[src/hdl/oneshot_pwm_timer_regs.svh]
/*
  Register offsets, field positions, reset values and counts of the
  one-shot / PWM timer channel.
  Assumes a 32-bit AHB-Lite slave port decoding byte offsets.
*/
//
// Function
// - One-shot counts down, reloads and halts.
// - One-shot retrigger reloads and restarts count.
// - One-shot starts on pin, overflow or flag.
// - Clearing count start flag stops counting.
// - One-shot interrupt when count reaches zero.
// - Input pin is port or trigger.
// - Output pin is port or pulse output.
// - Count register read value is undefined.
// - Stopped write loads reload and counter.
// - Running write loads reload register only.
// - PWM counts down, 16-bit or 8-bit.
// - PWM reloads at each rising edge.
// - PWM ignores triggers while counting.
// - 16-bit PWM: high n, period 65535.
// - 8-bit PWM: n*(m+1) high, 255*(m+1).
// - PWM starts on pin, overflow or flag.
`ifndef ONESHOT_PWM_TIMER_REGS_SVH
`define ONESHOT_PWM_TIMER_REGS_SVH

// =====================================================================
// Register byte offsets
`define TMR_CTRL_OFS      8'h00
`define TMR_COUNT_OFS     8'h04
`define TMR_STATUS_OFS    8'h08
`define TMR_MASK_OFS      8'h0C
`define TMR_PORT_OFS      8'h10

// =====================================================================
// Fields
`define TMR_CTRL_W        9
`define TMR_OS_START_BIT  9
`define TMR_STAT_W        2
`define TMR_STAT_ZERO     0
`define TMR_STAT_PWM_LOW  1
`define TMR_PORT_OUT_BIT  0
`define TMR_PORT_OE_BIT   1
`define TMR_PORT_IN_BIT   2

// =====================================================================
// Reset values
`define TMR_CTRL_RST      9'h000
`define TMR_COUNT_RST     16'h0000
`define TMR_STAT_RST      2'h0

// =====================================================================
// Counts
`define TMR_DIV8_LAST     5'h07
`define TMR_DIV32_LAST    5'h1F
`define TMR_PWM16_LAST    16'hFFFE
`define TMR_PWM8_LAST     16'h00FE

`endif

[src/hdl/oneshot_pwm_timer_pkg.sv]
/*
  Types of the one-shot / PWM timer channel.
  Assumes the constants header is included by its users.
*/
package oneshot_pwm_timer_pkg;

  typedef enum logic [2:0] {
    ST_STOP = 3'b001,
    ST_WAIT = 3'b010,
    ST_RUN  = 3'b100
  } run_state_t;

  typedef enum logic [1:0] {
    CLK_UNDIV = 2'h0,
    CLK_DIV8  = 2'h1,
    CLK_DIV32 = 2'h2,
    CLK_SUB32 = 2'h3
  } clk_sel_t;

  // Control word, bit 0 is count_start.
  typedef struct packed {
    logic     out_en;
    logic     trig_edge;
    logic     trig_src;
    logic     trig_en;
    clk_sel_t clk_sel;
    logic     pwm8;
    logic     pwm_mode;
    logic     count_start;
  } ctrl_t;

  typedef struct packed {
    logic       wr;
    logic [7:0] addr;
  } ahb_req_t;

endpackage

[src/hdl/oneshot_pwm_timer.sv]
/*
  One-shot / PWM down-counting timer channel with an AHB-Lite slave.
  Assumes a single clock mclk; trigger pin and sub clock are
  asynchronous and pass two flip-flops first.
*/
// Our own choices: the AHB-Lite interface to the registers and the register addresses.
`timescale 1ns/1ps
`include "oneshot_pwm_timer_regs.svh"

module oneshot_pwm_timer (
  input  wire logic        mclk,
  input  wire logic        reset_n,
  input  wire logic        hsel,
  input  wire logic [31:0] haddr,
  input  wire logic [1:0]  htrans,
  input  wire logic        hwrite,
  input  wire logic [2:0]  hsize,
  input  wire logic [31:0] hwdata,
  input  wire logic        hready,
  output logic             hreadyout,
  output logic             hresp,
  output logic      [31:0] hrdata,
  output logic             irq,
  input  wire logic        trigger_in_pin,
  input  wire logic        sub_clk,
  input  wire logic        timer_overflow_in,
  output logic             pulse_out_pin,
  output logic             pulse_out_pin_oe
);

  // ===================================================================
  // Declarations
  oneshot_pwm_timer_pkg::ctrl_t      ctrl;
  oneshot_pwm_timer_pkg::run_state_t state;
  oneshot_pwm_timer_pkg::ahb_req_t   req;
  logic        req_valid;
  logic        wr_valid;
  logic [15:0] reload;
  logic [15:0] counter;
  logic [15:0] period;
  logic [7:0]  pre8;
  logic [7:0]  m_val;
  logic [`TMR_STAT_W-1:0] status;
  logic [`TMR_STAT_W-1:0] mask;
  logic [1:0]  port;
  logic        os_start;
  logic [1:0]  trig_sync;
  logic        trig_prev;
  logic [1:0]  sub_sync;
  logic        sub_prev;
  logic [4:0]  sys_pre;
  logic [4:0]  sub_pre;
  logic        sub_tick;
  logic        tick;
  logic        unit;
  logic        trigger;
  logic        pin_edge;
  logic        addr_ok;
  logic        rd_status;
  logic        ev_zero;
  logic        ev_pwm_low;
  logic        period_end;
  logic        start_run;
  logic [15:0] pwm_load;
  logic [15:0] pwm_last;

  function automatic logic hit(input logic [7:0] a,
                               input logic [7:0] ofs);
    hit = (a == ofs);
  endfunction

  // ===================================================================
  // AHB-Lite slave
  // Zero wait states; writes land in the data phase.
  assign hreadyout = 1'b1;
  assign hresp     = 1'b0;
  assign addr_ok   = hsel && htrans[1] && hready;
  assign rd_status = addr_ok && !hwrite &&
                     hit(haddr[7:0], `TMR_STATUS_OFS);

  always_ff @(posedge mclk or negedge reset_n) begin
    if (!reset_n) begin
      req_valid <= 1'b0;
      req       <= '0;
    end else begin
      req_valid <= addr_ok;
      req.wr    <= hwrite;
      req.addr  <= haddr[7:0];
    end
  end

  // Writes land at the edge that closes the data phase.
  assign wr_valid = req_valid && req.wr;

  // Read data is registered in the address phase.
  always_ff @(posedge mclk or negedge reset_n) begin
    if (!reset_n) begin
      hrdata <= 32'h0000_0000;
    end else if (addr_ok && !hwrite) begin
      hrdata <= 32'h0000_0000;
      if (hit(haddr[7:0], `TMR_CTRL_OFS)) begin
        hrdata[`TMR_CTRL_W-1:0] <= ctrl;
      end
      if (hit(haddr[7:0], `TMR_COUNT_OFS)) begin
        // Software must not rely on this value.
        hrdata[15:0] <= counter;
      end
      if (hit(haddr[7:0], `TMR_STATUS_OFS)) begin
        hrdata[`TMR_STAT_W-1:0] <= status;
      end
      if (hit(haddr[7:0], `TMR_MASK_OFS)) begin
        hrdata[`TMR_STAT_W-1:0] <= mask;
      end
      if (hit(haddr[7:0], `TMR_PORT_OFS)) begin
        hrdata[1:0]              <= port;
        hrdata[`TMR_PORT_IN_BIT] <= trig_sync[1];
      end
    end
  end

  // ===================================================================
  // Control, mask and port registers
  always_ff @(posedge mclk or negedge reset_n) begin
    if (!reset_n) begin
      ctrl     <= `TMR_CTRL_RST;
      os_start <= 1'b0;
    end else begin
      os_start <= 1'b0;
      if (wr_valid && hit(req.addr, `TMR_CTRL_OFS)) begin
        ctrl     <= hwdata[`TMR_CTRL_W-1:0];
        os_start <= hwdata[`TMR_OS_START_BIT];
      end
    end
  end

  always_ff @(posedge mclk or negedge reset_n) begin
    if (!reset_n) begin
      mask <= `TMR_STAT_RST;
      port <= 2'h0;
    end else if (wr_valid) begin
      if (hit(req.addr, `TMR_MASK_OFS)) begin
        mask <= hwdata[`TMR_STAT_W-1:0];
      end
      if (hit(req.addr, `TMR_PORT_OFS)) begin
        port <= hwdata[1:0];
      end
    end
  end

  // ===================================================================
  // Status and interrupt
  // A new event in the cycle of a clearing read wins over the clear.
  always_ff @(posedge mclk or negedge reset_n) begin
    if (!reset_n) begin
      status <= `TMR_STAT_RST;
    end else begin
      status <= (rd_status ? `TMR_STAT_RST : status) |
                {ev_pwm_low, ev_zero};
    end
  end

  assign irq = |(status & mask);

  // ===================================================================
  // Synchronisers
  always_ff @(posedge mclk or negedge reset_n) begin
    if (!reset_n) begin
      trig_sync <= 2'h0;
      trig_prev <= 1'b0;
      sub_sync  <= 2'h0;
      sub_prev  <= 1'b0;
    end else begin
      trig_sync <= {trig_sync[0], trigger_in_pin};
      trig_prev <= trig_sync[1];
      sub_sync  <= {sub_sync[0], sub_clk};
      sub_prev  <= sub_sync[1];
    end
  end

  // ===================================================================
  // Count clock selection
  // The sub clock is sampled on mclk, so it must run well below it.
  always_ff @(posedge mclk or negedge reset_n) begin
    if (!reset_n) begin
      sys_pre <= 5'h00;
      sub_pre <= 5'h00;
    end else begin
      sys_pre <= sys_pre + 5'h01;
      if (sub_sync[1] && !sub_prev) begin
        sub_pre <= sub_pre + 5'h01;
      end
    end
  end

  assign sub_tick = sub_sync[1] && !sub_prev &&
                    (sub_pre == `TMR_DIV32_LAST);

  always_comb begin
    unique case (ctrl.clk_sel)
      oneshot_pwm_timer_pkg::CLK_UNDIV: tick = 1'b1;
      oneshot_pwm_timer_pkg::CLK_DIV8:
        tick = (sys_pre[2:0] == `TMR_DIV8_LAST);
      oneshot_pwm_timer_pkg::CLK_DIV32:
        tick = (sys_pre == `TMR_DIV32_LAST);
      oneshot_pwm_timer_pkg::CLK_SUB32: tick = sub_tick;
    endcase
  end

  // ===================================================================
  // Trigger sources
  assign pin_edge = ctrl.trig_edge ? (trig_sync[1] && !trig_prev)
                                   : (!trig_sync[1] && trig_prev);
  // Without the trigger function the pin stays a port input.
  assign trigger = ctrl.trig_en &&
                   (ctrl.trig_src ? timer_overflow_in : pin_edge);

  // In one-shot mode a count starts on a trigger or on the os_start pulse.
  // In PWM mode the flag starts at once unless a trigger is awaited.
  assign start_run = ctrl.pwm_mode ?
                     (trigger || !ctrl.trig_en) :
                     (trigger || os_start);

  // ===================================================================
  // PWM timing
  // 8-bit mode: low byte prescales, high byte sets the width.
  assign pwm_load = ctrl.pwm8 ? {8'h00, reload[15:8]} : reload;
  assign pwm_last = ctrl.pwm8 ? `TMR_PWM8_LAST
                              : `TMR_PWM16_LAST;
  assign unit       = tick && (!ctrl.pwm8 || pre8 == m_val);
  assign period_end = unit && (period == pwm_last);

  always_ff @(posedge mclk or negedge reset_n) begin
    if (!reset_n) begin
      pre8 <= 8'h00;
    end else if (state != oneshot_pwm_timer_pkg::ST_RUN ||
                 (tick && pre8 == m_val)) begin
      pre8 <= 8'h00;
    end else if (tick) begin
      pre8 <= pre8 + 8'h01;
    end
  end

  // ===================================================================
  // Run state
  always_ff @(posedge mclk or negedge reset_n) begin
    if (!reset_n) begin
      state <= oneshot_pwm_timer_pkg::ST_STOP;
    end else if (!ctrl.count_start) begin
      state <= oneshot_pwm_timer_pkg::ST_STOP;
    end else begin
      unique case (state)
        oneshot_pwm_timer_pkg::ST_STOP:
          state <= oneshot_pwm_timer_pkg::ST_WAIT;
        oneshot_pwm_timer_pkg::ST_WAIT:
          if (start_run) begin
            state <= oneshot_pwm_timer_pkg::ST_RUN;
          end
        oneshot_pwm_timer_pkg::ST_RUN:
          // A retrigger on the zero tick keeps the count alive.
          if (ev_zero && !(trigger || os_start)) begin
            state <= oneshot_pwm_timer_pkg::ST_WAIT;
          end
        default: state <= oneshot_pwm_timer_pkg::ST_STOP;
      endcase
    end
  end

  // One-shot end: the count reaches zero on this tick.
  assign ev_zero = !ctrl.pwm_mode && tick &&
                   state == oneshot_pwm_timer_pkg::ST_RUN &&
                   counter <= 16'h0001;
  assign ev_pwm_low = ctrl.pwm_mode && unit && !period_end &&
                      state == oneshot_pwm_timer_pkg::ST_RUN &&
                      counter == 16'h0001;

  // ===================================================================
  // Reload register and counter
  always_ff @(posedge mclk or negedge reset_n) begin
    if (!reset_n) begin
      reload <= `TMR_COUNT_RST;
    end else if (wr_valid && hit(req.addr, `TMR_COUNT_OFS)) begin
      reload <= hwdata[15:0];
    end
  end

  always_ff @(posedge mclk or negedge reset_n) begin
    if (!reset_n) begin
      counter <= `TMR_COUNT_RST;
      period  <= 16'h0000;
      m_val   <= 8'h00;
    end else if (state != oneshot_pwm_timer_pkg::ST_RUN) begin
      period <= 16'h0000;
      m_val  <= reload[7:0];
      if (wr_valid && hit(req.addr, `TMR_COUNT_OFS)) begin
        counter <= hwdata[15:0];
      end else if (ctrl.count_start && start_run &&
                   state == oneshot_pwm_timer_pkg::ST_WAIT) begin
        counter <= ctrl.pwm_mode ? pwm_load : reload;
      end
    end else if (ctrl.pwm_mode) begin
      // Triggers are not looked at while running.
      if (period_end) begin
        period  <= 16'h0000;
        counter <= pwm_load;
        m_val   <= reload[7:0];
      end else if (unit) begin
        period <= period + 16'h0001;
        if (counter != 16'h0000) begin
          counter <= counter - 16'h0001;
        end
      end
    end else if (trigger || os_start) begin
      counter <= reload;
    end else if (ev_zero) begin
      counter <= reload;
    end else if (tick) begin
      counter <= counter - 16'h0001;
    end
  end

  // ===================================================================
  // Output pin
  // PWM mode always owns the pin; one-shot output is optional.
  always_ff @(posedge mclk or negedge reset_n) begin
    if (!reset_n) begin
      pulse_out_pin    <= 1'b0;
      pulse_out_pin_oe <= 1'b0;
    end else if (ctrl.pwm_mode) begin
      pulse_out_pin_oe <= 1'b1;
      pulse_out_pin    <= state == oneshot_pwm_timer_pkg::ST_RUN &&
                          counter != 16'h0000;
    end else if (ctrl.out_en) begin
      pulse_out_pin_oe <= 1'b1;
      pulse_out_pin    <= state == oneshot_pwm_timer_pkg::ST_RUN &&
                          (!ev_zero || trigger || os_start);
    end else begin
      pulse_out_pin_oe <= port[`TMR_PORT_OE_BIT];
      pulse_out_pin    <= port[`TMR_PORT_OUT_BIT];
    end
  end

endmodule // oneshot_pwm_timer

[config.mk]
export PLATFORM = sky130hd
export DESIGN_NAME = oneshot_pwm_timer
export DESIGN_NICKNAME = d
export VERILOG_FILES = /design/src/hdl/oneshot_pwm_timer_pkg.sv /design/src/hdl/oneshot_pwm_timer.sv
export VERILOG_INCLUDE_DIRS = /design/src /design/src/hdl
export SDC_FILE = /design/constraint.sdc
export NUM_CORES = 1
export LEC_CHECK = 0
export BUFFER_PORTS_ARGS = -buffer_cell sky130_fd_sc_hd__buf_2
export CAP_MARGIN = 20
export CORE_ASPECT_RATIO = 2
export CORE_UTILIZATION = 62
export CTS_CLUSTER_DIAMETER = 60
export DETAILED_ROUTE_END_ITERATION = 8
export GPL_ROUTABILITY_DRIVEN = 0
export PLACE_DENSITY = 0.93
export SLEW_MARGIN = 10
export SYNTH_ARGS = -nofsm -noshare
export SYNTH_HDL_FRONTEND = slang
export SYNTH_SLANG_ARGS = --single-unit
[constraint.sdc]
create_clock -name mclk -period 7.9 [get_ports mclk]
set_clock_uncertainty 0.1 [all_clocks]
set_input_delay 0.79 -clock mclk [delete_from_list [all_inputs] [get_ports mclk]]
set_output_delay 0.79 -clock mclk [all_outputs]
set_load 0.1 [all_outputs]
==> results of run 1 <==
[synthesized netlist by cell type, types with 8 or more instances]
| cell type | instances | share of area |
|---|---|---|
| sky130_fd_sc_hd__and3_1 | 14 | 0.012 |
| sky130_fd_sc_hd__o21ai_0 | 22 | 0.016 |
| sky130_fd_sc_hd__nor2b_1 | 9 | 0.0080 |
| sky130_fd_sc_hd__ha_1 | 10 | 0.018 |
| sky130_fd_sc_hd__a21oi_1 | 33 | 0.024 |
| sky130_fd_sc_hd__xnor2_1 | 23 | 0.029 |
| sky130_fd_sc_hd__buf_4 | 18 | 0.019 |
| sky130_fd_sc_hd__dfrtp_1 | 126 | 0.45 |
| sky130_fd_sc_hd__mux2i_1 | 27 | 0.038 |
| sky130_fd_sc_hd__nor2_1 | 61 | 0.033 |
| sky130_fd_sc_hd__mux2_2 | 23 | 0.037 |
| sky130_fd_sc_hd__nor3_1 | 15 | 0.011 |
| sky130_fd_sc_hd__xor2_1 | 12 | 0.015 |
| sky130_fd_sc_hd__nor3b_1 | 9 | 0.0096 |
| sky130_fd_sc_hd__nand3_1 | 26 | 0.019 |
| sky130_fd_sc_hd__a221oi_1 | 16 | 0.020 |
| sky130_fd_sc_hd__a22o_1 | 8 | 0.010 |
| sky130_fd_sc_hd__a211oi_1 | 9 | 0.0096 |
| sky130_fd_sc_hd__nand2_1 | 102 | 0.055 |
| sky130_fd_sc_hd__clkbuf_1 | 27 | 0.014 |
| sky130_fd_sc_hd__nand4_1 | 8 | 0.0071 |
| sky130_fd_sc_hd__nor4_1 | 11 | 0.0098 |
[final cells by class]
cell class                      count  area share
Inverter                            6    0.002843
Timing Repair Buffer               58     0.03965
Clock buffer                       21     0.05939
Sequential cell                   127      0.4014
Multi-Input combinational cell    553      0.4521
Clock inverter                     11     0.02259
Tap cell                          140     0.02211
[worst max-delay path by stage]
stage,depth (start not counted),to,slack (ns)
after floorplan,7,hrdata[7]$_DFFE_PN0P_,5.26
after global placement,6,m_val[2]$_DFFE_PN0P_,4.53
after detailed placement,6,m_val[2]$_DFFE_PN0P_,4.40
after CTS,6,m_val[2]$_DFFE_PN0P_,4.34
after global routing,6,m_val[4]$_DFFE_PN0P_,4.10
final,6,m_val[2]$_DFFE_PN0P_,4.18
[kinds of logic after synthesis]
group                      Yosys count  share of synthesized area
adders and majority gates           10                    0.01782
AOI/OAI and AO/OA                  138                     0.1410
DFF                                127                     0.4528
and+or+nand+nor                    300                     0.2161
buffers and inverters               60                    0.04579
xor gates and xnor gates            35                    0.04366
muxes                               52                    0.08179
other                                2                   0.001070
[layer usage]
layer | track usage | vias to the layer above | wire length (um)
met5 | 0 | - | 0
met4 | 0.3109 | 0 | 2065
met3 | 0.08802 | 210 | 1885
met2 | 0.6249 | 504 | 10290
met1 | 0.4183 | 3031 | 6778
li1 | - | 2664 | -
[flip-flops by register name (all words and copies together) (netlist names), 2 cells and up]
name / flops
reload: 16
req: 9
hrdata: 16
sub_sync: 2
trig_sync: 2
sub_pre: 5
period: 16
m_val: 8
mask: 2
port: 2
state: 3
status: 2
counter: 16
sys_pre: 5
pre8: 8
ctrl: 9
[placed cells by master, fill, tap and decap left out, types with 15 or more instances in the layout]
master                      count
sky130_fd_sc_hd__nand3_1       26
sky130_fd_sc_hd__a221oi_1      16
sky130_fd_sc_hd__a21oi_1       33
sky130_fd_sc_hd__o21ai_0       22
sky130_fd_sc_hd__dfrtp_1      126
sky130_fd_sc_hd__xnor2_1       23
sky130_fd_sc_hd__conb_1        18
sky130_fd_sc_hd__clkbuf_16     17
sky130_fd_sc_hd__mux2i_1       27
sky130_fd_sc_hd__mux2_2        23
sky130_fd_sc_hd__nor2_1        61
sky130_fd_sc_hd__nor3_1        15
sky130_fd_sc_hd__buf_2         50
sky130_fd_sc_hd__nand2_1      102
[report_power, final]
group          total (mW)  leakage [nW]  internal (mW)  switching [mW]
clock               0.856         0.310          0.556           0.301
combinational       0.212          1.72         0.0461           0.166
sequential          0.706          1.54          0.681          0.0254
==> impl.org, run 1 <==
** Cells and area
- Post-layout nets :: 850
- Measured on the finished design, the core utilization comes to 0.7237.
- Of the cells placed in the final design, the portion with a size suffix greater than 1 is 0.1778.
- The multi-input combinational cells in the finished layout cover a total of 0.003581 sq mm.
- Post-route insts no fill :: ~900
- Antenna diode count :: 0
- Fill cell total of the finished layout :: 736
- After routing the design area is 0.007921 sq mm.
- Growth of design area from synthesis to finish :: 12.81%
- Footprint of the flip-flops and latches :: approximately 0.0032 sq mm

** GRT
- In the global route stage, overall resource usage came out at 0.3830.
- Initial antenna violation count :: 0
- Entering global routing, the biggest net connects 90 pins.
- Number of global-route vias before repair :: 6622
- Remaining Overflow, GRT :: 0
- The first global-routing pass estimated about 34000 um of wire.

** STA
- At the pin with the least slew margin, the transition time is a little over 1 ns.
- Final count of hold timing violations :: 0
- Final-report setup violation count :: 0
- The count of pins over their slew limit is 0.
- Setup repair after global routing left no endpoint under its margin.
- Post-layout minimum cycle time :: approximately 3.7 ns
- In the final timing run, aggregate negative setup slack is 0 ns.
- Setup slack closes at roughly 4.2 ns.
- For this run, the top clock speed supported by timing is roughly 0.27 GHz.
- Worst slew margin relative to its limit :: 0.3072
- Across all hold checks on the routed design, the worst slack comes to 0.2274 ns.
- Of the available clock period, the critical path in the final layout requires 0.4703.

** Critical path
- Minimum setup slack among reg-to-reg paths :: roughly 4.2 ns
- Along the worst path, the maximum fanout reaches 23.
- The worst setup path is launched from a register.
- The endpoint identified for the worst register-to-register timing path is m_val[2]$_DFFE_PN0P_.
- Depth of the most critical reg-to-reg path :: 6
- Req. time, crit path :: just over 8 ns
- Arr. time, crit path :: approximately 3.9 ns
- In this design, the stage delay of the slowest critical-path cell is approximately 0.73 ns.
- Critical Path Slowest Stage Cell :: sky130_fd_sc_hd__a21oi_4
- Counting both buffers and inverters, the worst setup path holds a total of 0.
- Category of the worst setup path capture point :: register
- The critical path goes through nand4b_1 > nor4_1 > o21a_2 > nand3_2 > a21oi_4 > mux2_2.
- In this run the worst setup path begins at ctrl[2]$_DFFE_PN0P_.
- Delay-heaviest family, CP :: simple AND/OR/NAND/NOR gates
- Startpoint of the lowest-slack register-to-register path :: ctrl[2]$_DFFE_PN0P_
- The worst setup path is of the register to register kind.

** Floorplan
- Pin placement for this block handled 114 I/O pins.
- Die Outline Area :: 0.01178 sq mm
- From left edge to right edge, the die measures between 70 and 80 um.
- Number of cell rows :: 54
- Core ar. :: 0.01095 sq mm
- The initial utilization of the core area, before any placement, comes to 0.6415.
- Floorplan die height :: ~150 um

** Detailed routing
- Wire per inst :: between 20 and 25 um
- Via count of the routed design :: approximately 6400
- Count of nets left with antenna violations after detail routing :: 0
- Number of DRC violations after detailed routing :: 0
- Via-to-Cell Ratio :: between 6 and 7
- For this block, the routed nets add up to around 21000 um of wire.
- For this run, the detailed router's first-pass iteration total came to 8.
- The first routing iteration left a little under 1000 violations.

** Status
- The flow ran to the end, and the final reports show no timing, DRC or antenna violations.

** Worst hold path
- The worst hold path belongs to the class input port to async pin.

** Logic synthesis
- Post-Syn Instances :: around 720
- Count of unique library cells instantiated by Yosys :: 76
- The most used flip-flop cell after synthesis is sky130_fd_sc_hd__dfrtp_1.
- The share of the Yosys chip area taken by registers is 0.4528.
- Of all flip-flops after synthesis, the portion carrying an async set or reset was 1.000.
- Count of yosys warnings during synthesis :: 0
- Dividing the synthesized area by the synthesized cell count gives around 9.7 sq um.
- The synthesized design contains 0 enable-type register cells.
- Yosys reg bits :: between 100 and 150
- Cell area after synthesis :: roughly 0.0070 sq mm

** Power and ir drop
- Total power :: 1.774 mW
- Across the VDD grid, the largest voltage drop is between 0.0002 and 0.00025 V.
- Leakage component of the power :: 3.565 nW
- Power density relative to cell area :: around 220 mW/mm^2

** Clock network
- Root buffer cell :: sky130_fd_sc_hd__clkbuf_16
- For this design, the sink count on the clock tree is 127.
- Number of buffers inserted during clock tree synthesis :: 17
- The H-tree was split into 4 levels.
- For the worst-skew pair, the clock arrives at the later sink with an insertion delay of between 0.4 and 0.5 ns.
- After clock tree synthesis, the clock-pin slew on the worst setup and hold paths is ~0.060 ns.
- Cts hold-fix bufs :: 0
- In this run the post-CTS setup repair buffer count came out at 0.
- TritonCTS built the clock tree.
- Number of cells upsized or downsized after cts :: 0
- Longest Clk Path Bufs :: 2

** Flow run
- Max Cap Violations :: 0

** Placed design
- Number of placed instances with taps included :: between 800 and 900
- In this run the tool buffered the top-level ports with 51 buffer cells.
- The placed instances occupy a cell area of 0.007268 sq mm.
- Summed over all nets, the half-perimeter wirelength after detailed placement is between 10000 and 15000 um.
- Before CTS, the worst setup slack after placement is between 4 and 5 ns.
Note: power is estimated with default switching activity, not from simulation.
==> run 2, diff against run 1 <==
Settings changed: CORE_UTILIZATION 62 to 52, PLACE_DENSITY 0.93 to 0.84.
Clock period 7.9 ns to 3.08 ns, I/O delays scaled along.
==> run 2 against run 1 <==
Net effect: the flow now finishes with violations (design-rule violations); non-clock buffer count rose by 39; via count fell by 3.9%; register-to-register slack got worse by 4.1 ns; largest power group unchanged; critical path type unchanged; clock-buffer cell count fell by 1; worst setup slack got worse by 4.1 ns; sequential cell count did not move; routed wire length fell by 6.4%; maximum frequency rose by 26%; clock power rose by 120%; core utilization fell by 9.9 points; global-route usage fell by 8.9 points; largest cell class unchanged.
==> impl.org, run 2 (same netlist as run 1, synthesis figures left out) <==
** GRT
- Wire length of the first global-routing pass :: 31330 um (was 33910 um)
- Aggregate global-route resource usage :: 0.2938 (was 0.3830)
- The pin count of the biggest net entering global routing is 58 (was 90).
- Remaining Overflow, GRT :: 0 (unchanged)
- The initial antenna violation count came to 0 (unchanged).
- The via count of the first global-routing pass is 6150 (was 6622).

** Floorplan
- The core region area came to 0.01307 sq mm (was 0.01095 sq mm).
- The chip height was 166.3 um (was 152.5 um).
- The width of the die is 84.17 um (was 77.25 um).
- Die Outline Area :: 0.01400 sq mm (was 0.01178 sq mm)
- The starting density of the core is 0.5374 (was 0.6415).
- Number of top-level pins :: 114 (unchanged)
- Number of cell rows :: 59 (was 54)

** Clock network
- The buffer count from post-CTS setup fixing was 0 (unchanged).
- Count of clock tree sinks :: 127 (unchanged)
- The clock tree from TritonCTS is built (unchanged).
- The count of hold-fix buffers inserted at cts came to 12 (was 0).
- The clock latency on the worst-skew pair was 0.43 ns (about the same).
- Number of H-tree levels :: 4 (unchanged)
- The clock edge transition at the registers on the reported setup and hold paths was 0.06 ns (about the same).
- The clock root buffer is sky130_fd_sc_hd__clkbuf_16 (unchanged).
- Number of buffers inserted during clock tree synthesis :: 17 (unchanged)
- Longest Clk Path Bufs :: 2 (unchanged)
- Number of cells upsized or downsized after cts :: 0 (unchanged)

** Critical path
- The worst-path maximum fanout came to 24 (was 23).
- Type of the worst setup path :: register to register (unchanged)
- The critical path required time is 3.26 ns (was 8.11 ns).
- Cell-by-cell listing of the critical path :: or4_4 > nor4_4 > o21ai_2 > a211o_1 > a31o_4 > o21bai_1 > a211oi_1 (was nand4b_1 > nor4_1 > o21a_2 > nand3_2 > a21oi_4 > mux2_2)
- Critical Path Slowest Stage Cell :: sky130_fd_sc_hd__or4_4 (was sky130_fd_sc_hd__a21oi_4)
- Delay of the slowest critical-path stage :: 0.57 ns (was 0.73 ns)
- The arrival time of the worst setup path is 3.13 ns (was 3.93 ns).
- The kind of start point of the critical path was a register (unchanged).
- The sort of element at the end of the critical path is a register (unchanged).

** STA
- The number of endpoints failing setup at the final stage is 0 (unchanged).
- The final period utilization came to 0.9586 (was 0.4703).
- The shortest clock period the worst path allows after layout came to 2.952 ns (was 3.715 ns).
- The highest attainable clock frequency is 0.3387 GHz (was 0.2692 GHz).
- The transition time at the pin with the least slew margin was 0.7663 ns (was 1.034 ns).
- The tightest slew margin relative to the limit came to 0.4891 (was 0.3072).
- Total Neg Setup Slack :: 0 ns (unchanged)
- Unrepaired setup endpoints after global routing :: false (unchanged)
- Hold slack final :: 0.007308 ns (was 0.2274 ns)
- Final count of hold timing violations :: 0 (unchanged)
- Max-slew violation count :: 0 (unchanged)

** Power and ir drop
- Internal power of the cells :: 2.972 mW (was 1.283 mW)
- The peak ir drop on the vdd network is 0.0004569 V (was 0.0002107 V).
- The post-layout total power was 4.222 mW (was 1.774 mW).
- The combinational share of power is 0.131 (was 0.119).
- The power density over the cells was 516.9 mW/mm^2 (was 224.0 mW/mm^2).
- The switching power is 1.250 mW (was 491.6 uW).
- The clock network power share is 0.441 (was 0.483).
- The switching share of power came to 0.2960 (was 0.2771).
- Share of power burned in registers :: 0.428 (was 0.398)
- The static leakage power was 3.698 nW (was 3.565 nW).

** Cells and area
- The post-synthesis to final-layout area growth was 16.32% (was 12.81%).
- Fill cell total of the finished layout :: 1010 (was 736)
- The leading cell type in the layout, fill and taps excluded is sky130_fd_sc_hd__dfrtp_1 (unchanged).
- Share of post-route cells with drive strength above 1 :: 0.2027 (was 0.1778)
- Post-layout nets :: 889 (was 850)
- The area occupied by registers came to 0.003179 sq mm (unchanged).
- The count of inserted antenna diode cells was 0 (unchanged).
- Highest-count cells in the layout ignoring fill and taps: sky130_fd_sc_hd__dfrtp_1 (126), sky130_fd_sc_hd__nand2_1 (102), sky130_fd_sc_hd__nor2_1 (61), sky130_fd_sc_hd__buf_2 (50), sky130_fd_sc_hd__buf_4 (34) (was sky130_fd_sc_hd__dfrtp_1 (126), sky130_fd_sc_hd__nand2_1 (102), sky130_fd_sc_hd__nor2_1 (61), sky130_fd_sc_hd__buf_2 (50), sky130_fd_sc_hd__a21oi_1 (33)).
- Footprint of the multi-input gates :: 0.003581 sq mm (unchanged)
- The post-route cell area came to 0.008168 sq mm (was 0.007921 sq mm).

** Status
- Status: finished with violations (was complete, no violations).
- Violated checks :: design-rule violations

** Detailed routing
- The DRC violation count after routing came to 4 (was 0).
- Wire per inst :: 20.37 um (was 22.94 um)
- Drt first pass iters :: 7 (was 8)
- Via-to-Cell Ratio :: 6.375 (was 6.997)
- Count of nets left with antenna violations after detail routing :: 0 (unchanged)
- Via count of the routed design :: 6158 (was 6409)
- The DRC violation total after the first TritonRoute iteration came to 493 (was 975).
- The final wirelength is 19680 um (was 21020 um).

** Placed design
- The half-perimeter wire length of the detailed placement result came to 13870 um (was 13460 um).
- The number of I/O port buffers came to 51 (unchanged).
- Post-placement cell area :: 0.007498 sq mm (was 0.007268 sq mm)

** Worst hold path
- The worst min-delay path category is input port to register (was input port to async pin).

** Flow run
- The number of max-cap violations came to 0 (unchanged).
==> run 2: layout make-up <==
cell class / count / share of cell area
Inverter: 6 / 0.002757
Multi-Input combinational cell: 553 / 0.4384
Sequential cell: 127 / 0.3892
Clock buffer: 20 / 0.05714
Timing Repair Buffer: 97 / 0.07904
Tap cell: 152 / 0.02328
Clock inverter: 11 / 0.01011
==> run 2: worst max-delay path, delay by kind of cell, from the launching register on <==
family	cells	cell delay [ns]
DFF	1	0.43
AOI/OAI and AO/OA	5	1.38
and+or+nand+nor	2	0.91
==> run 2: metal layers <==
metal	routed length [um]	vias up	track usage	part of all wire
met4	1376	0	0.2174	0.070
met3	1175	101	0.05666	0.060
met5	0	-	0	0
met2	10360	312	0.5167	0.53
li1	-	2739	-	-
met1	6761	3006	0.3052	0.34
==> run 2: power by group through the flow <==
stage	clock network (mW)	registers, mW	logic, mW
after floorplan	0	1.99	0.252
after global placement	0	1.83	0.530
after detailed placement	0	1.83	0.540
after CTS	1.88	1.80	0.554
after global routing	1.95	1.81	0.586
final	1.86	1.81	0.553
==> run 2: per-stage QoR <==
stage	util	instances	worst slack [ns]
2_1_floorplan	-	740	0.4936
3_3_place_gp	0.5739	923	0.2729
3_5_place_dp	0.5739	923	0.2363
4_1_cts	0.6251	966	0.1835
5_1_grt	0.6251	966	0.01381
6_report	0.6251	966	0.1276
==> run 2: final timing paths <==
path	start	to	slack [ns]	cells past startpoint
worst max-delay path	period[11]$_DFFE_PN0P_	counter[0]$_DFFE_PN0P_	0.13	7
worst max register to register	period[11]$_DFFE_PN0P_	counter[0]$_DFFE_PN0P_	0.13	7
max in group asynchronous	reset_n	pre8[5]$_DFFE_PN0P_	1.64	3
worst min register to register	sub_sync[0]$_DFF_PN0_	sub_sync[1]$_DFF_PN0_	0.25	0
worst min-delay path	hwdata[14]	reload[14]$_DFFE_PN0P_	0.007	3
min in group asynchronous	reset_n	hrdata[5]$_DFFE_PN0P_	0.40	2
==> run 3, diff against run 2 <==
Settings changed: CORE_ASPECT_RATIO 2 to 1.4, HOLD_SLACK_MARGIN set to 0.1.
==> run 3 against run 2 <==
Net effect: the run now ends clean; register-to-register slack improved by 0.05 ns; hold slack better by 0.25 ns; design area up 2.6%; highest routed layer unchanged; clock-buffer cell count is 2 lower; core utilization rose by 1.9 points; global-route usage shrank 0.97 points; critical path depth is 2 higher; clock power rose by 9%; sequential cell count unchanged; combinational power rose by 2%; non-clock buffer count up 10; die area fell by 0.15%.
==> impl.org, run 3 (same netlist as run 1, synthesis figures left out) <==
** STA
- The shortest clock period the worst path allows after layout was 2.907 ns (was 2.952 ns).
- Max-slew violation count :: 0 (unchanged)
- The number of endpoints failing setup at the final stage was 0 (unchanged).
- Total Neg Setup Slack :: 0 ns (unchanged)
- The minimum setup slack in the final design was 0.1735 ns (was 0.1276 ns).
- Fraction of the cycle the final worst path needs :: 0.9437 (was 0.9586)
- The number of failing hold endpoints at the final stage is 0 (unchanged).
- The highest attainable clock frequency came to 0.3441 GHz (was 0.3387 GHz).
- Slew at the pin closest to its max-slew limit :: 0.7427 ns (was 0.7663 ns)
- Worst slew margin relative to its limit :: 0.4996 (was 0.4891)
- Unrepaired setup endpoints after global routing: false (unchanged).

** Critical path
- Cell-by-cell listing of the critical path :: ha_1 > or4b_1 > nor4_4 > o21a_2 > nand3_2 > a21oi_4 > buf_4 > nand3b_1 > o31ai_1 (was or4_4 > nor4_4 > o21ai_2 > a211o_1 > a31o_4 > o21bai_1 > a211oi_1)
- The sort of element at the end of the critical path is a register (unchanged).
- The cell with the biggest individual delay on the critical path is sky130_fd_sc_hd__or4b_1 (was sky130_fd_sc_hd__or4_4).
- The peak per-stage delay on the critical path is 0.50 ns (was 0.57 ns).
- Kind of start point of the critical path :: register (unchanged)
- Req. time, crit path :: 3.28 ns (was 3.26 ns)
- Arr. time, crit path :: 3.11 ns (was 3.13 ns)
- Maximum fanout along the worst path :: 13 (was 24)
- The worst setup path category is register to register (unchanged).

** Power and ir drop
- Power share of the combinational group :: 0.128 (was 0.131)
- The switching share of power is 0.2901 (was 0.2960).
- Power density relative to cell area :: 524.4 mW/mm^2 (was 516.9 mW/mm^2)
- The switching power was 1.274 mW (was 1.250 mW).
- The peak ir drop on the vdd network was 0.0003294 V (was 0.0004569 V).
- Clock network power share :: 0.461 (was 0.441)
- Total power :: 4.392 mW (was 4.222 mW)
- Share of power burned in registers :: 0.411 (was 0.428)
- The static leakage power came to 3.771 nW (was 3.698 nW).
- The cell internal power dissipation was 3.118 mW (was 2.972 mW).

** Clock network
- The H-tree level count came to 4 (unchanged).
- The total clock buffers created by CTS was 17 (unchanged).
- The sink count of the clock tree was 127 (unchanged).
- Clk Latency, worst-skew pair :: 0.42 ns (was 0.43 ns)
- The maximum buffer depth of the clock tree is 2 (unchanged).
- The clock tree from TritonCTS was built (unchanged).
- The buffer count from post-CTS setup fixing came to 0 (unchanged).
- Clock slew at the register clock pins of the worst setup and hold paths :: 0.06 ns (about the same)
- The clock root buffer was sky130_fd_sc_hd__clkbuf_16 (unchanged).

** GRT
- The initial antenna violation count came to 0 (unchanged).
- Wire length of the first global-routing pass :: 30880 um (was 31330 um)
- Largest net degree at the start of global routing :: 58 (unchanged)
- Number of global-route vias before repair :: 6259 (was 6150)
- The global-route congestion overflow total is 0 (unchanged).
- Aggregate global-route resource usage :: 0.2841 (was 0.2938)

** Detailed routing
- Via count of the routed design :: 6162 (was 6158)
- The average routed wire per standard cell is 18.49 um (was 20.37 um).
- The final wirelength was 18550 um (was 19680 um).
- Via-to-Cell Ratio :: 6.144 (was 6.375)
- The DRC violation count after routing came to 0 (was 4).
- The first-pass iteration count of the detailed router is 5 (was 7).
- Count of nets left with antenna violations after detail routing :: 0 (unchanged)
- Drt initial violations :: 693 (was 493)

** Status
- Status :: complete, no violations (was finished with violations)

** Placed design
- The post-placement setup slack was 0.1632 ns (was 0.2363 ns).
- The total cell area at the placement stage is 0.007471 sq mm (was 0.007498 sq mm).
- IO buf count :: 51 (unchanged)
- Post-DP HPWL :: 12460 um (was 13870 um)

** Floorplan
- Floorplan die height :: 139.5 um (was 166.3 um)
- The core region area came to 0.01300 sq mm (was 0.01307 sq mm).
- The number of top-level design ports was 114 (unchanged).
- Initial Utilization :: 0.5402 (was 0.5374)
- Die extent in x :: 100.2 um (was 84.17 um)
- Die Outline Area :: 0.01398 sq mm (was 0.01400 sq mm)
- Number of cell rows :: 49 (was 59)

** Cells and area
- The count of inserted antenna diode cells is 0 (unchanged).
- The number of nets in the final layout came to 899 (was 889).
- Fill cell total of the finished layout :: 1047 (was 1010)
- Highest-count cells in the layout ignoring fill and taps :: sky130_fd_sc_hd__dfrtp_1 (126), sky130_fd_sc_hd__nand2_1 (102), sky130_fd_sc_hd__nor2_1 (61), sky130_fd_sc_hd__buf_2 (50), sky130_fd_sc_hd__a21oi_1 (33) (was sky130_fd_sc_hd__dfrtp_1 (126), sky130_fd_sc_hd__nand2_1 (102), sky130_fd_sc_hd__nor2_1 (61), sky130_fd_sc_hd__buf_2 (50), sky130_fd_sc_hd__buf_4 (34))
- Most frequent standard cell in the layout excluding fill and tap cells :: sky130_fd_sc_hd__dfrtp_1 (unchanged)
- Fin area :: 0.008377 sq mm (was 0.008168 sq mm)
- Share of post-route cells with drive strength above 1 :: 0.1927 (was 0.2027)
- Growth of design area from synthesis to finish :: 19.30% (was 16.32%)

** Worst hold path
- Hold Path Class :: register to register (was input port to register)

** Flow run
- The number of max-cap violations came to 0 (unchanged).
run 3: cell types whose count changed in the layout (fill, tap and decap cells not counted), sizes merged:
cell         delta
buf             -8
bufinv          +2
clkbuf          -2
clkinv          +4
clkinvlp        -4
dlygate4sd3    +18
inv             +1
run 3: what timing repair did:
action                     in CTS  in global routing
setup endpoints to repair       0                  6
resized for setup               0                  2
hold buffers                   30                  0
hold endpoints to repair       90                  0
run 3: critical path: cells and delay by family (launching register included):
kind / cells / cell delay (ns)
flops: 1 / 0.43
simple gates: 4 / 1.07
fa+ha+maj: 1 / 0.22
compound gates: 3 / 0.73
buf+inv: 1 / 0.23
run 3: area by class of cell:
type	count	area, sq um	area share
Tap cell	178	222.7	0.02659
Inverter	6	22.52	0.002689
Multi-Input combinational cell	553	3587	0.4282
Clock inverter	14	156.4	0.01867
Clock buffer	18	439.2	0.05243
Timing Repair Buffer	107	769.5	0.09186
Sequential cell	127	3179	0.3795
run 3: power groups by stage:
stage / Combinational [mW] / Sequential (mW) / Clock [mW]
detailed placement: 0.533 / 1.83 / 0
global route: 0.603 / 1.81 / 2.12
global placement: 0.521 / 1.83 / 0
floorplan: 0.252 / 1.99 / 0
CTS: 0.565 / 1.80 / 2.04
finish: 0.564 / 1.80 / 2.02
run 3: worst paths after layout:
check | startpoint | endpoint | slack (ns) | cells past startpoint
max | period[1]$_DFFE_PN0P_ | period[7]$_DFFE_PN0P_ | 0.17 | 9
min | sub_sync[0]$_DFF_PN0_ | sub_sync[1]$_DFF_PN0_ | 0.26 | 0
max reg2reg | period[1]$_DFFE_PN0P_ | period[7]$_DFFE_PN0P_ | 0.17 | 9
min reg2reg | sub_sync[0]$_DFF_PN0_ | sub_sync[1]$_DFF_PN0_ | 0.26 | 0
max in group asynchronous | reset_n | pre8[3]$_DFFE_PN0P_ | 1.60 | 3
min in group asynchronous | reset_n | state[2]$_DFFE_PN0P_ | 0.39 | 2
run 3: stage by stage:
| stage | util | instances | hold WS, ns |
|---|---|---|---|
| 4_1_cts | 0.6437 | 1003 | 0.2547 |
| 3_5_place_dp | 0.5748 | 941 | 0.2416 |
| 2_1_floorplan | - | 740 | -0.08759 |
| 5_1_grt | 0.6445 | 1003 | 0.2660 |
| 3_3_place_gp | 0.5748 | 941 | 0.2317 |
| 6_report | 0.6445 | 1003 | 0.2587 |
run 3: per-layer routing:
layer  global-route usage  vias up  part of all wire
li1                     -     2757                 -
met1               0.3301     2965              0.37
met2               0.4600      350              0.50
met3              0.07534       90             0.079
met4               0.1808        0             0.049
met5             0.007326        -                 0
